--- src/design/sfp_pkg.sv ---
// Package for the serial flash transfer pause block
package sfp_pkg;

    // Pin sampling and command shift widths
    localparam int unsigned SYNC_STAGES = 2;
    localparam int unsigned SHIFT_W     = 8;
    localparam logic [2:0]  BIT_CNT_RST = 3'h0;
    localparam logic [7:0]  SHIFT_RST   = 8'h00;
    localparam logic        WEL_RST     = 1'b0;

    // Pause state machine
    typedef enum logic [1:0] {
        SFP_IDLE,
        SFP_ACTIVE,
        SFP_PAUSED
    } sfp_state_e;

    // Synchronised pin levels from the host
    typedef struct packed {
        logic cs_n;
        logic sck;
        logic si;
        logic pause_n;
        logic wp_n;
    } sfp_pins_s;

    // Quad data line drive toward the pause pin
    typedef struct packed {
        logic out;
        logic oe;
    } sfp_drive_s;

endpackage

--- src/design/sfp_core.sv ---
// Pause control for the serial interface of a serial flash device
`timescale 1ns/1ps

// Overview of operation
// - A low pause pin freezes the transfer while the host clock keeps running.
// - Internal program or erase busy time keeps counting while paused.
// - With the quad enable bit at 1 the pause pin is a quad data line, not a control.
// - Pause is entered only with chip select low and at a clock-low phase.
// - A pause asserted while the clock is high waits for the next clock-low phase.
// - The pause lasts while both the pause pin and chip select stay low.
// - While paused the serial output is not driven.
// - While paused the serial input and clock edges are ignored.
// - Write protect changes are still followed during the pause.
// - A release while the clock is high keeps the pause until the next clock-low phase.
// - Chip select high while paused aborts the operation and clears the write enable latch.
module sfp_core (
    input  wire logic             sys_clk,
    input  wire logic             sys_rst,
    input  wire logic             cs_n,
    input  wire logic             sck,
    input  wire logic             si,
    input  wire logic             pause_n_in,
    input  wire logic             wp_n,
    input  wire logic             quad_io_enable_bit,
    input  wire logic             quad_mode,
    input  wire logic             quad_data_out,
    input  wire logic             quad_data_oe,
    input  wire logic             so_data,
    input  wire logic             so_drive,
    input  wire logic             wel_set,
    input  wire logic             op_busy,
    output logic                  pause_n_out,
    output logic                  pause_n_oe,
    output logic                  so_out,
    output logic                  so_oe,
    output logic                  paused,
    output logic                  sck_rise,
    output logic                  sck_fall,
    output logic [7:0]            shift_byte,
    output logic [2:0]            bit_count,
    output logic                  byte_done,
    output logic                  op_abort,
    output logic                  write_enable_latch,
    output logic                  wp_active,
    output logic                  busy_out
);

    // ------------------------------------------------------------
    // Decoding helpers
    // ------------------------------------------------------------
    // Edge of a synchronised level against its delayed copy
    function automatic logic level_edge(
        input logic cur,
        input logic prev,
        input logic rising
    );
        logic hit;
        if (rising) begin
            hit = cur & ~prev;
        end else begin
            hit = ~cur & prev;
        end
        return hit;
    endfunction

    // A pause pin change of pause state only in a clock-low phase
    // Entry and release both wait for it; chip select high leaves the pause at once
    function automatic logic phase_ok(
        input logic sck_level,
        input logic want
    );
        return want & ~sck_level;
    endfunction

    // True when a state register holds the given state
    function automatic logic state_is(
        input sfp_pkg::sfp_state_e cur,
        input sfp_pkg::sfp_state_e want
    );
        return cur == want;
    endfunction

    // Pin levels that mean no host activity
    function automatic sfp_pkg::sfp_pins_s pins_idle();
        sfp_pkg::sfp_pins_s p;
        p.cs_n    = 1'b1;
        p.sck     = 1'b0;
        p.si      = 1'b0;
        p.pause_n = 1'b1;
        p.wp_n    = 1'b1;
        return p;
    endfunction

    // Command bits arrive msb first
    function automatic logic [7:0] shift_in(
        input logic [7:0] cur,
        input logic       bit_in
    );
        return {cur[6:0], bit_in};
    endfunction

    // ------------------------------------------------------------
    // Pin synchronisers
    // ------------------------------------------------------------
    sfp_pkg::sfp_pins_s meta_reg;
    sfp_pkg::sfp_pins_s meta_next;
    sfp_pkg::sfp_pins_s sync_reg;
    sfp_pkg::sfp_pins_s sync_next;
    logic               sck_d_reg;
    logic               sck_d_next;

    always_comb begin
        meta_next  = '{cs_n: cs_n, sck: sck, si: si, pause_n: pause_n_in, wp_n: wp_n};
        sync_next  = meta_reg;
        sck_d_next = sync_reg.sck;
    end

    always_ff @(posedge sys_clk) begin
        if (sys_rst) begin
            meta_reg  <= pins_idle();
            sync_reg  <= pins_idle();
            sck_d_reg <= 1'b0;
        end else begin
            meta_reg  <= meta_next;
            sync_reg  <= sync_next;
            sck_d_reg <= sck_d_next;
        end
    end

    logic cs_act;
    logic pause_req;
    logic raw_rise;
    logic raw_fall;

    assign cs_act    = ~sync_reg.cs_n;
    assign pause_req = ~sync_reg.pause_n & ~quad_io_enable_bit;
    assign raw_rise  = level_edge(sync_reg.sck, sck_d_reg, 1'b1);
    assign raw_fall  = level_edge(sync_reg.sck, sck_d_reg, 1'b0);

    // ------------------------------------------------------------
    // Pause state machine
    // ------------------------------------------------------------
    sfp_pkg::sfp_state_e state_reg;
    sfp_pkg::sfp_state_e state_next;
    logic                abort_next;

    always_comb begin
        state_next = state_reg;
        abort_next = 1'b0;
        case (state_reg)
            sfp_pkg::SFP_IDLE: begin
                if (cs_act) begin
                    state_next = sfp_pkg::SFP_ACTIVE;
                end
            end
            sfp_pkg::SFP_ACTIVE: begin
                if (!cs_act) begin
                    state_next = sfp_pkg::SFP_IDLE;
                    abort_next = pause_req;
                end else if (phase_ok(sync_reg.sck, pause_req)) begin
                    state_next = sfp_pkg::SFP_PAUSED;
                end
            end
            sfp_pkg::SFP_PAUSED: begin
                if (!cs_act) begin
                    state_next = sfp_pkg::SFP_IDLE;
                    abort_next = 1'b1;
                end else if (phase_ok(sync_reg.sck, !pause_req)) begin
                    state_next = sfp_pkg::SFP_ACTIVE;
                end
            end
            default: begin
                state_next = sfp_pkg::SFP_IDLE;
            end
        endcase
    end

    always_ff @(posedge sys_clk) begin
        if (sys_rst) begin
            state_reg <= sfp_pkg::SFP_IDLE;
            op_abort  <= 1'b0;
        end else begin
            state_reg <= state_next;
            op_abort  <= abort_next;
        end
    end

    logic is_paused;
    logic shifting;

    assign is_paused = state_is(state_reg, sfp_pkg::SFP_PAUSED);
    assign shifting  = state_is(state_reg, sfp_pkg::SFP_ACTIVE) && cs_act;
    assign paused    = is_paused;

    // ------------------------------------------------------------
    // Command shift, frozen while paused
    // ------------------------------------------------------------
    logic [7:0] shift_reg;
    logic [7:0] shift_next;
    logic [2:0] cnt_reg;
    logic [2:0] cnt_next;
    logic       done_next;
    logic       rise_next;
    logic       fall_next;

    always_comb begin
        shift_next = shift_reg;
        cnt_next   = cnt_reg;
        done_next  = 1'b0;
        rise_next  = shifting & raw_rise;
        fall_next  = shifting & raw_fall;
        if (!cs_act) begin
            shift_next = sfp_pkg::SHIFT_RST;
            cnt_next   = sfp_pkg::BIT_CNT_RST;
        end else if (rise_next) begin
            shift_next = shift_in(shift_reg, sync_reg.si);
            cnt_next   = 3'(cnt_reg + 3'h1);
            done_next  = (cnt_reg == 3'h7);
        end
    end

    always_ff @(posedge sys_clk) begin
        if (sys_rst) begin
            shift_reg <= sfp_pkg::SHIFT_RST;
            cnt_reg   <= sfp_pkg::BIT_CNT_RST;
            byte_done <= 1'b0;
            sck_rise  <= 1'b0;
            sck_fall  <= 1'b0;
        end else begin
            shift_reg <= shift_next;
            cnt_reg   <= cnt_next;
            byte_done <= done_next;
            sck_rise  <= rise_next;
            sck_fall  <= fall_next;
        end
    end

    assign shift_byte = shift_reg;
    assign bit_count  = cnt_reg;

    // ------------------------------------------------------------
    // Write enable latch, write protect and busy
    // ------------------------------------------------------------
    logic wel_next;
    logic wp_next;
    logic busy_next;

    always_comb begin
        wel_next  = write_enable_latch;
        if (abort_next) begin
            wel_next = 1'b0;
        end else if (wel_set) begin
            wel_next = 1'b1;
        end
        wp_next   = ~sync_reg.wp_n;
        busy_next = op_busy;
    end

    always_ff @(posedge sys_clk) begin
        if (sys_rst) begin
            write_enable_latch <= sfp_pkg::WEL_RST;
            wp_active          <= 1'b0;
            busy_out           <= 1'b0;
        end else begin
            write_enable_latch <= wel_next;
            wp_active          <= wp_next;
            busy_out           <= busy_next;
        end
    end

    // ------------------------------------------------------------
    // Output drivers
    // ------------------------------------------------------------
    logic               so_out_next;
    logic               so_oe_next;
    sfp_pkg::sfp_drive_s qd_reg;
    sfp_pkg::sfp_drive_s qd_next;

    always_comb begin
        so_out_next = so_data;
        so_oe_next  = so_drive & cs_act & ~is_paused
                    & ~state_is(state_next, sfp_pkg::SFP_PAUSED);
        qd_next.out = quad_data_out;
        qd_next.oe  = quad_io_enable_bit & quad_mode & quad_data_oe & cs_act;
    end

    always_ff @(posedge sys_clk) begin
        if (sys_rst) begin
            so_out <= 1'b0;
            so_oe  <= 1'b0;
            qd_reg <= '{out: 1'b0, oe: 1'b0};
        end else begin
            so_out <= so_out_next;
            so_oe  <= so_oe_next;
            qd_reg <= qd_next;
        end
    end

    assign pause_n_out = qd_reg.out;
    assign pause_n_oe  = qd_reg.oe;

endmodule

--- config.mk ---
export PLATFORM = sky130hd
export DESIGN_NAME = sfp_core
export DESIGN_NICKNAME = d
export VERILOG_FILES = /design/src/design/sfp_pkg.sv /design/src/design/sfp_core.sv
export SDC_FILE = /design/constraint.sdc
export NUM_CORES = 1
export LEC_CHECK = 0
export BUFFER_PORTS_ARGS = -buffer_cell sky130_fd_sc_hd__buf_2
export CORE_MARGIN = 1
export CORE_UTILIZATION = 52
export DETAILED_ROUTE_END_ITERATION = 6
export GPL_ROUTABILITY_DRIVEN = 0
export HOLD_SLACK_MARGIN = 0.03
export PLACE_DENSITY = 0.81
export SETUP_SLACK_MARGIN = 0.1
export SLEW_MARGIN = 20
export SYNTH_ARGS = -nofsm -noshare
export SYNTH_HDL_FRONTEND = slang
export SYNTH_SLANG_ARGS = --single-unit
--- constraint.sdc ---
create_clock -name sys_clk -period 2.6 [get_ports sys_clk]
set_clock_uncertainty 0.15 [all_clocks]
set_input_delay 0.26 -clock sys_clk [delete_from_list [all_inputs] [get_ports sys_clk]]
set_output_delay 0.26 -clock sys_clk [all_outputs]
set_load 0.02 [all_outputs]
==> results.py, run 1 <==
metrics = {
    "synthesis": {
        "synth_fp_nets": 146,
        "yosys.cell_count.top_type": "dfxtp_1",
        "avgSynthCellArea_um2": 9.889,
        "async_reset_ff_share_pct": 0,
        "yosys.area.top_type": "dfxtp_1",
        "yosys_most_used_dff": "dfxtp_1",
        "yosys-top-cells-count": "dfxtp_1, nand2_1, a21oi_1, nor2b_1, or2_2",
        "synth_warnings": 0,
        "yosysUniqueCellTypes": 27,
        "synthDominantCellAreaShare_pct": 56.68,
        "synth_seq_cells": 35,
        "yosys-top-cells-area": "dfxtp_1, nand2_1, ha_1",
        "yosysSeqAreaShare_pct": 56.68,
        "synth_edf_count": 0,
        "netlist_instances": 125,
        "synth_area_um2": 1236,
    },
    "flow_run": {
        "cap_violations": 0,
    },
    "min_path": {
        "hp-class": "input port to flop",
        "hold_path_end": "write_enable_latch",
        "min-delay-start": "wel_set",
        "min_path_cells": 2,
    },
    "sta": {
        "period_share_pct": 71.60,
        "max_freq_mhz": 537.1,
        "rsz0062_at_grt": "false",
        "finalHoldViolCount": 0,
        "slew_viol_final": 0,
        "fin_crit_ps": 1862,
        "setup_viol_count_final": 0,
        "setup_tns_ps": 0,
        "slew_headroom_pct": 78.69,
        "worstMarginPinSlew_ps": 318.9,
    },
    "grt": {
        "grtUsageTotal_pct": 21.20,
        "grt_max_degree": 22,
        "grt_pass1_wl_mm": 3.857,
        "antenna_found_initial": 0,
        "grt_pass1_vias": 933,
        "grt_overflow": 0,
    },
    "outcome": {
        "outcome": "finished clean",
    },
    "worst_setup_path": {
        "cp-end-kind": "flop",
        "r2r_slack_ps": 740,
        "reg2reg_from": "state_reg[1]",
        "worst-r2r-cell-count": 6,
        "arrival_ps": 1950,
        "cp_cell_sequence": "inv_1 -> ha_1 -> nand2b_4 -> or3_1 -> nor3b_1 -> a2111oi_2",
        "path_class": "flop to flop",
        "reg2reg_to": "so_oe",
        "cp-start-kind": "flop",
        "cp.required_ps": 2690,
        "cp_max_fo": 5,
        "critPathBufInv": 1,
        "critical-path-max-stage-delay_ps": 370,
        "cpLargestDelayFamily": "simple AND/OR/NAND/NOR gates",
        "crit_slowest_cell": "dfxtp_1",
    },
    "clock_network": {
        "htreeDepth": 2,
        "insertion_delay_ps": 330,
        "clock-sinks": 35,
        "cts_tree": "done",
        "clk_pin_slew_ps": 100,
        "root_buffer": "clkbuf_4",
        "cts_hold_buf": 11,
        "clock_path_buffers": 2,
        "cts-buffers-inserted": 5,
        "cts_resized": 0,
        "cts_setup_buffers": 0,
    },
    "detailed_routing": {
        "wl_mm": 2.392,
        "first_pass_iters": 4,
        "final_antenna_net_count": 0,
        "drc": 0,
        "viasPerCell": 4.912,
        "drt_iter0_markers": 16,
        "vias": 1007,
        "avgRoutedWirePerCell_um": 11.67,
    },
    "die": {
        "die_area_um2": 2576,
        "die_h_um": 50.76,
        "num_io_pins": 38,
        "die_w_um": 50.76,
        "core.rowCount": 17,
        "initial_core_util_pct": 55.35,
        "coreArea_um2": 2233,
    },
    "finish": {
        "areaGrowthSynthToFinish_pct": 30.06,
        "final_util_pct": 71.99,
        "finalNetCount": 197,
        "regArea_um2": 700.7,
        "n_fill_cell": 179,
        "diodes": 0,
        "layout-drive-gt1-share_pct": 32.20,
        "multi_input_area_um2": 500.5,
        "largest_register_ffs": 8,
    },
    "placement": {
        "port-buffer-count": 37,
        "dpl.hpwl_mm": 1.543,
    },
    "pwr": {
        "powerDensity_nw_per_um2": 555.1,
        "p_leak_nw": 0.7014,
        "ir_drop_uv": 450.0,
    },
}
cell usage in the layout, fill, tap and decap left out:
cell type / Yosys / layout
clkbuf_4: 0 / 5
nor4b_1: 1 / 1
nor3b_1: 2 / 2
and2_1: 1 / 1
clkbuf_1: 4 / 1
nor3_1: 3 / 3
nand3_1: 2 / 2
ha_1: 6 / 6
clkinvlp_4: 0 / 1
nand2_1: 21 / 21
a311oi_2: 1 / 1
or3_1: 1 / 1
and3_1: 1 / 1
clkinv_2: 0 / 1
xnor2_1: 1 / 1
inv_1: 4 / 4
or2_2: 7 / 7
nand2b_1: 1 / 1
nor2_1: 6 / 6
nand2b_4: 1 / 1
nor2b_1: 8 / 8
or3b_2: 1 / 1
o21bai_1: 1 / 1
dlygate4sd3_1: 0 / 11
dfxtp_1: 35 / 35
o221a_2: 1 / 1
a21oi_1: 12 / 12
or3b_1: 1 / 1
buf_2: 1 / 37
buf_4: 0 / 1
a21boi_0: 1 / 1
a2111oi_2: 1 / 1
stage by stage:
stage                     hold WS (ps)  setup WS, ps  cell area [um2]  std cells  total power, W
after floorplan                  213.8         765.2             1236        125       0.0005946
after global placement           229.9         829.7             1444        186       0.0006121
after detailed placement         221.1         759.2             1444        186       0.0006141
after CTS                        42.44         737.3             1608        205       0.0009022
after global routing             44.43         573.9             1608        205       0.0009337
final                            57.39         738.3             1608        205       0.0008924
report_power, final:
group	total (W)	internal (W)	switching, W	leakage (nW)
Sequential	0.000554	0.000549	0.00000548	0.286
Clock	0.000277	0.000104	0.000173	0.0282
Combinational	0.0000616	0.0000332	0.0000284	0.387
per-layer routing:
layer  GRT usage, %  share of wire [%]
met1          21.02                 41
met2          37.33                 51
met3          8.182                5.6
met4          12.04                2.6
met5              0                  0
area by class of cell:
cell class / count / share of cell area, %
Clock buffer: 6 / 2.568
Multi-Input combinational cell: 81 / 31.13
Sequential cell: 35 / 43.58
Inverter: 4 / 0.9339
Tap cell: 28 / 2.179
Clock inverter: 2 / 0.7782
Timing Repair Buffer: 49 / 18.83
logic make-up after synthesis:
group                    share of synthesized area (%)
buffers and inverters                            2.833
AO/OA/AOI/OAI                                    9.413
flip-flops                                       56.68
XOR/XNOR                                        0.7086
AND/OR/NAND/NOR                                  24.29
adder cells (fa/ha/maj)                          6.073
how the worst max path moves through the flow:
| stage | startpoint | to | slack, ps | cells after the start |
|---|---|---|---|---|
| floorplan | state_reg[0] | so_oe | 770 | 6 |
| global placement | state_reg[1] | so_oe | 830 | 6 |
| detailed placement | state_reg[1] | so_oe | 760 | 6 |
| CTS | state_reg[1] | so_oe | 740 | 6 |
| global route | state_reg[1] | so_oe | 570 | 6 |
| finish | state_reg[1] | so_oe | 740 | 6 |
No activity file was read; power rests on OpenSTA's default activity.
==> run 2, diff against run 1 <==
- CORE_UTILIZATION: 52 -> 44
- PLACE_DENSITY: 0.81 -> 0.73
- clock period: 2.6 -> 1.7 ns (I/O delays scaled with it)
==> results.py, run 2 (synthesis gave the netlist of run 1 again) <==
metrics = {
    "outcome": {
        "violations": "negative setup slack",
        "outcome": "finished, violations left",
    },
    "pwr": {
        "ir_drop_uv": 784.5,
        "p_int_w": 0.001147,
        "swShare_pct": 22.11,
        "combPwrFrac_pct": 8.1,
        "power_w": 0.001473,
        "p_leak_nw": 0.8126,
        "p_switching_w": 0.0003257,
        "p_seq_share_pct": 57.6,
        "powerDensity_nw_per_um2": 782.2,
        "pwr-share-clk_pct": 34.4,
    },
    "die": {
        "num_io_pins": 38,
        "initial_core_util_pct": 48.15,
        "die_h_um": 55.01,
        "die_area_um2": 3026,
        "core.rowCount": 18,
        "coreArea_um2": 2567,
        "die_w_um": 55.01,
    },
    "sta": {
        "rsz0062_at_grt": "true",
        "slew_viol_final": 0,
        "max_freq_mhz": 572.0,
        "period_share_pct": 102.8,
        "setup_tns_ps": -60.95,
        "fin_crit_ps": 1748,
        "worst_slack_ps": -48.31,
        "worstMarginPinSlew_ps": 324.7,
        "setup_viol_count_final": 2,
        "finalHoldViolCount": 0,
        "slew_headroom_pct": 78.31,
    },
    "detailed_routing": {
        "final_antenna_net_count": 0,
        "viasPerCell": 4.914,
        "first_pass_iters": 4,
        "drt_iter0_markers": 10,
        "wl_mm": 2.933,
        "drc": 0,
        "avgRoutedWirePerCell_um": 13.21,
        "vias": 1091,
    },
    "worst_setup_path": {
        "cp_cell_sequence": "o21bai_1 -> or3b_1 -> a311oi_2 -> and2_1",
        "critPathBufInv": 0,
        "crit_slowest_cell": "or3b_1",
        "arrival_ps": 1880,
        "cpLargestDelayFamily": "simple AND/OR/NAND/NOR gates",
        "path_class": "flop to flop",
        "cp.required_ps": 1830,
        "critical-path-max-stage-delay_ps": 430,
        "cp-end-kind": "flop",
        "cp-start-kind": "flop",
        "cp_max_fo": 3,
    },
    "finish": {
        "final_common_cell": "buf_2",
        "n_fill_cell": 176,
        "largest_register_ffs": 8,
        "areaGrowthSynthToFinish_pct": 52.33,
        "finalNetCount": 212,
        "diodes": 0,
        "layout-drive-gt1-share_pct": 50.00,
        "layout_common_cells": "buf_2, dfxtp_1, nand2_1",
    },
    "clock_network": {
        "root_buffer": "clkbuf_4",
        "cts_tree": "done",
        "htreeDepth": 2,
        "cts-buffers-inserted": 5,
        "clk_pin_slew_ps": 100,
        "insertion_delay_ps": 340,
        "clock-sinks": 35,
        "clock_path_buffers": 2,
    },
    "grt": {
        "grt_overflow": 0,
        "grtUsageTotal_pct": 21.09,
        "grt_max_degree": 21,
        "grt_pass1_wl_mm": 4.229,
        "antenna_found_initial": 0,
        "grt_pass1_vias": 975,
    },
    "placement": {
        "dpl.hpwl_mm": 1.703,
        "port-buffer-count": 37,
    },
    "min_path": {
        "hp-class": "input port to flop",
    },
    "flow_run": {
        "cap_violations": 0,
    },
}
==> run 2: cell types whose count changed in the layout (fill, tap and decap cells not counted), moves of 3 or more <==
cell     delta
nand2_2     +7
buf_4       +9
buf_6       +3
dfxtp_1     -3
nand2_1     -7
a21oi_2     +7
a21oi_1     -7
==> run 2: timing repair <==
action                                  4_1_cts  5_1_grt
cloned                                        1        0
pin swaps                                    10       19
gates resized for setup                       9       22
hold endpoints to repair                     11        0
endpoints found under the setup margin       14       14
buffers inserted                              7        1
hold buffers                                 13        0
==> run 2: final cells by class <==
cell class	count	area (um2)	area share [%]
well taps	30	37.54	1.993
clock buffers	8	68.82	3.654
inverters	4	20.02	1.063
flip-flops and latches	35	709.4	37.67
repair buffers	63	424.2	22.52
multi-input cells	82	623.1	33.09
==> run 2: worst paths after layout <==
check                           cells past startpoint          startpoint  slack, ps            to
worst min register to register                      1         sync_reg[0]        240     wp_active
worst max register to register                      4         sync_reg[1]        -50  state_reg[1]
worst min-delay path                                4  quad_io_enable_bit        180      op_abort
worst max-delay path                                4         sync_reg[1]        -50  state_reg[1]
==> run 2: power groups by stage <==
stage / registers, W / clock network [W] / logic, W
finish: 0.000848 / 0.000507 / 0.000119
CTS: 0.000847 / 0.000519 / 0.000105
floorplan: 0.000874 / 0 / 0.0000381
global route: 0.000850 / 0.000558 / 0.000127
global placement: 0.000866 / 0 / 0.0000769
detailed placement: 0.000867 / 0 / 0.0000792
==> run 2: layer usage <==
metal,share of wire [%],track usage [%],wire length (um),up-vias
li1,-,-,-,546
met1,41,22.41,1192,497
met2,51,36.14,1485,39
met3,6.3,9.290,185,9
met4,2.4,8.750,70,0
met5,0,0,0,-
==> run 2: metrics by stage <==
stage	util (%)	setup slack [ps]	hold slack, ps	std cells	instance area, um2
floorplan	-	42.34	123.8	125	1276
global placement	58.67	20.01	203.5	192	1506
finish	73.34	-48.31	178.9	222	1883
CTS	70.03	-17.90	134.8	221	1798
detailed placement	58.67	-51.35	206.4	192	1506
global route	73.34	-80.02	182.0	222	1883
==> run 2: tightest hold or removal path, cell delays in order <==
cell	delay (ps)
buf_2	140
nor2_1	60
a21oi_1	200
nor3_1	70
==> run 3, diff against run 2 <==
==> constraint.sdc (replaced) <==
create_clock -name sys_clk -period 1.7 [get_ports sys_clk]
set_clock_uncertainty 0.15 [all_clocks]
set_input_delay 0.255 -clock sys_clk [delete_from_list [all_inputs] [get_ports sys_clk]]
set_output_delay 0.255 -clock sys_clk [all_outputs]
set_load 0.02 [all_outputs]
==> results.py, run 3 (synthesis gave the netlist of run 1 again) <==
metrics = {
    "outcome": {
        "outcome": "finished, violations left",
        "violations": "negative setup slack",
    },
    "pwr": {
        "ir_drop_uv": 746.8,
        "p_int_w": 0.001145,
        "p_seq_share_pct": 57.8,
        "p_leak_nw": 0.8021,
        "powerDensity_nw_per_um2": 776.1,
        "p_switching_w": 0.0003225,
        "swShare_pct": 21.98,
        "power_w": 0.001467,
        "combPwrFrac_pct": 7.9,
        "pwr-share-clk_pct": 34.3,
    },
    "die": {
        "coreArea_um2": 2567,
        "die_area_um2": 3026,
        "core.rowCount": 18,
        "die_w_um": 55.01,
        "initial_core_util_pct": 48.15,
        "die_h_um": 55.01,
        "num_io_pins": 38,
    },
    "sta": {
        "finalHoldViolCount": 0,
        "slew_viol_final": 0,
        "rsz0062_at_grt": "true",
        "max_freq_mhz": 575.3,
        "period_share_pct": 102.3,
        "fin_crit_ps": 1738,
        "setup_viol_count_final": 2,
        "worst_slack_ps": -38.31,
        "worstMarginPinSlew_ps": 367.7,
        "slew_headroom_pct": 75.48,
    },
    "finish": {
        "layout_common_cells": "buf_2, dfxtp_1, nand2_1",
        "final_common_cell": "buf_2",
        "diodes": 0,
        "largest_register_ffs": 8,
        "layout-drive-gt1-share_pct": 50.53,
        "areaGrowthSynthToFinish_pct": 52.93,
        "finalNetCount": 208,
    },
    "worst_setup_path": {
        "cp_cell_sequence": "inv_4 -> ha_4 -> nand2b_4 -> or3b_4 -> a311oi_4 -> and2_4",
        "cpLargestDelayFamily": "simple AND/OR/NAND/NOR gates",
        "arrival_ps": 1870,
        "cp-end-kind": "flop",
        "crit_slowest_cell": "or3b_4",
        "cp_max_fo": 3,
        "cp-start-kind": "flop",
        "path_class": "flop to flop",
        "critPathBufInv": 1,
        "cp.required_ps": 1830,
        "critical-path-max-stage-delay_ps": 390,
    },
    "min_path": {
        "hp-class": "input port to flop",
    },
    "detailed_routing": {
        "wl_mm": 2.923,
        "drt_iter0_markers": 16,
        "vias": 1086,
        "final_antenna_net_count": 0,
        "viasPerCell": 4.982,
        "drc": 0,
        "first_pass_iters": 6,
        "avgRoutedWirePerCell_um": 13.41,
    },
    "grt": {
        "grt_overflow": 0,
        "grt_pass1_vias": 970,
        "grt_max_degree": 21,
        "grt_pass1_wl_mm": 4.181,
        "antenna_found_initial": 0,
        "grtUsageTotal_pct": 21.41,
    },
    "clock_network": {
        "insertion_delay_ps": 340,
        "clock-sinks": 35,
        "clock_path_buffers": 2,
        "cts-buffers-inserted": 5,
        "clk_pin_slew_ps": 100,
        "cts_tree": "done",
        "root_buffer": "clkbuf_4",
        "htreeDepth": 2,
    },
    "placement": {
        "dpl_worst_slack_ps": -36.93,
        "port-buffer-count": 37,
        "dpl.hpwl_mm": 1.637,
    },
    "flow_run": {
        "cap_violations": 0,
    },
}
## run 3: cell count changes in the layout (fill, tap and decap cells not counted), sizes merged
cell         previous run  this run
buf                    50        47
dlygate4sd3            13        12
## run 3: power groups by stage
stage / clock network, W / logic [W] / registers [W]
3_5_place_dp: 0 / 0.0000781 / 0.000868
4_1_cts: 0.000516 / 0.000106 / 0.000847
3_3_place_gp: 0 / 0.0000759 / 0.000866
2_1_floorplan: 0 / 0.0000381 / 0.000874
5_1_grt: 0.000554 / 0.000125 / 0.000850
6_report: 0.000503 / 0.000116 / 0.000848
## run 3: worst paths after layout
path / from / end / slack (ps) / depth (start not counted)
setup / recovery: state_reg[0] / state_reg[1] / -40 / 6
hold / removal: sys_rst / wp_active / 160 / 3
setup reg to reg: state_reg[0] / state_reg[1] / -40 / 6
hold reg to reg: sync_reg[0] / wp_active / 230 / 1
## run 3: cell type report
| type | count | area [um2] |
|---|---|---|
| Fill cell | 188 | 676.9 |
| Sequential cell | 35 | 709.4 |
| Timing Repair Buffer | 59 | 401.6 |
| Tap cell | 30 | 37.54 |
| Clock buffer | 8 | 68.82 |
| Multi-Input combinational cell | 82 | 653.1 |
| Inverter | 4 | 20.02 |
## run 3: timing repair
action	in CTS	in global routing
gates resized for setup	11	29
cloned	2	0
pin swaps	9	20
endpoints found under the hold margin	10	1
hold buffers	11	1
setup endpoints to repair	13	16
setup buffers	4	2
## run 3: metrics by stage
step           utilization [%]  instance area [um2]  std cells  hold WS [ps]  TNS, ps
2_1_floorplan                -                 1276        125         208.8        0
3_3_place_gp             58.09                 1491        190         226.2        0
3_5_place_dp             58.09                 1491        190         226.2   -57.55
4_1_cts                  68.13                 1749        215         39.02   -32.77
5_1_grt                  73.64                 1891        218         180.1   -213.2
6_report                 73.64                 1891        218         161.7   -63.28
## run 3: worst register-to-register path, cell delays in order (launching register included)
cell and delay [ps]:
dfxtp_4 380, inv_4 70, ha_4 140, nand2b_4 60, or3b_4 390, a311oi_4 290
and2_4 210
## run 3: per-layer routing
layer,global-route usage [%],routed length [um],vias to the layer above
li1,-,-,536
met1,20.84,1149,504
met2,38.55,1561,39
met3,8.197,143,7
met4,11.67,68,0
met5,0,0,-
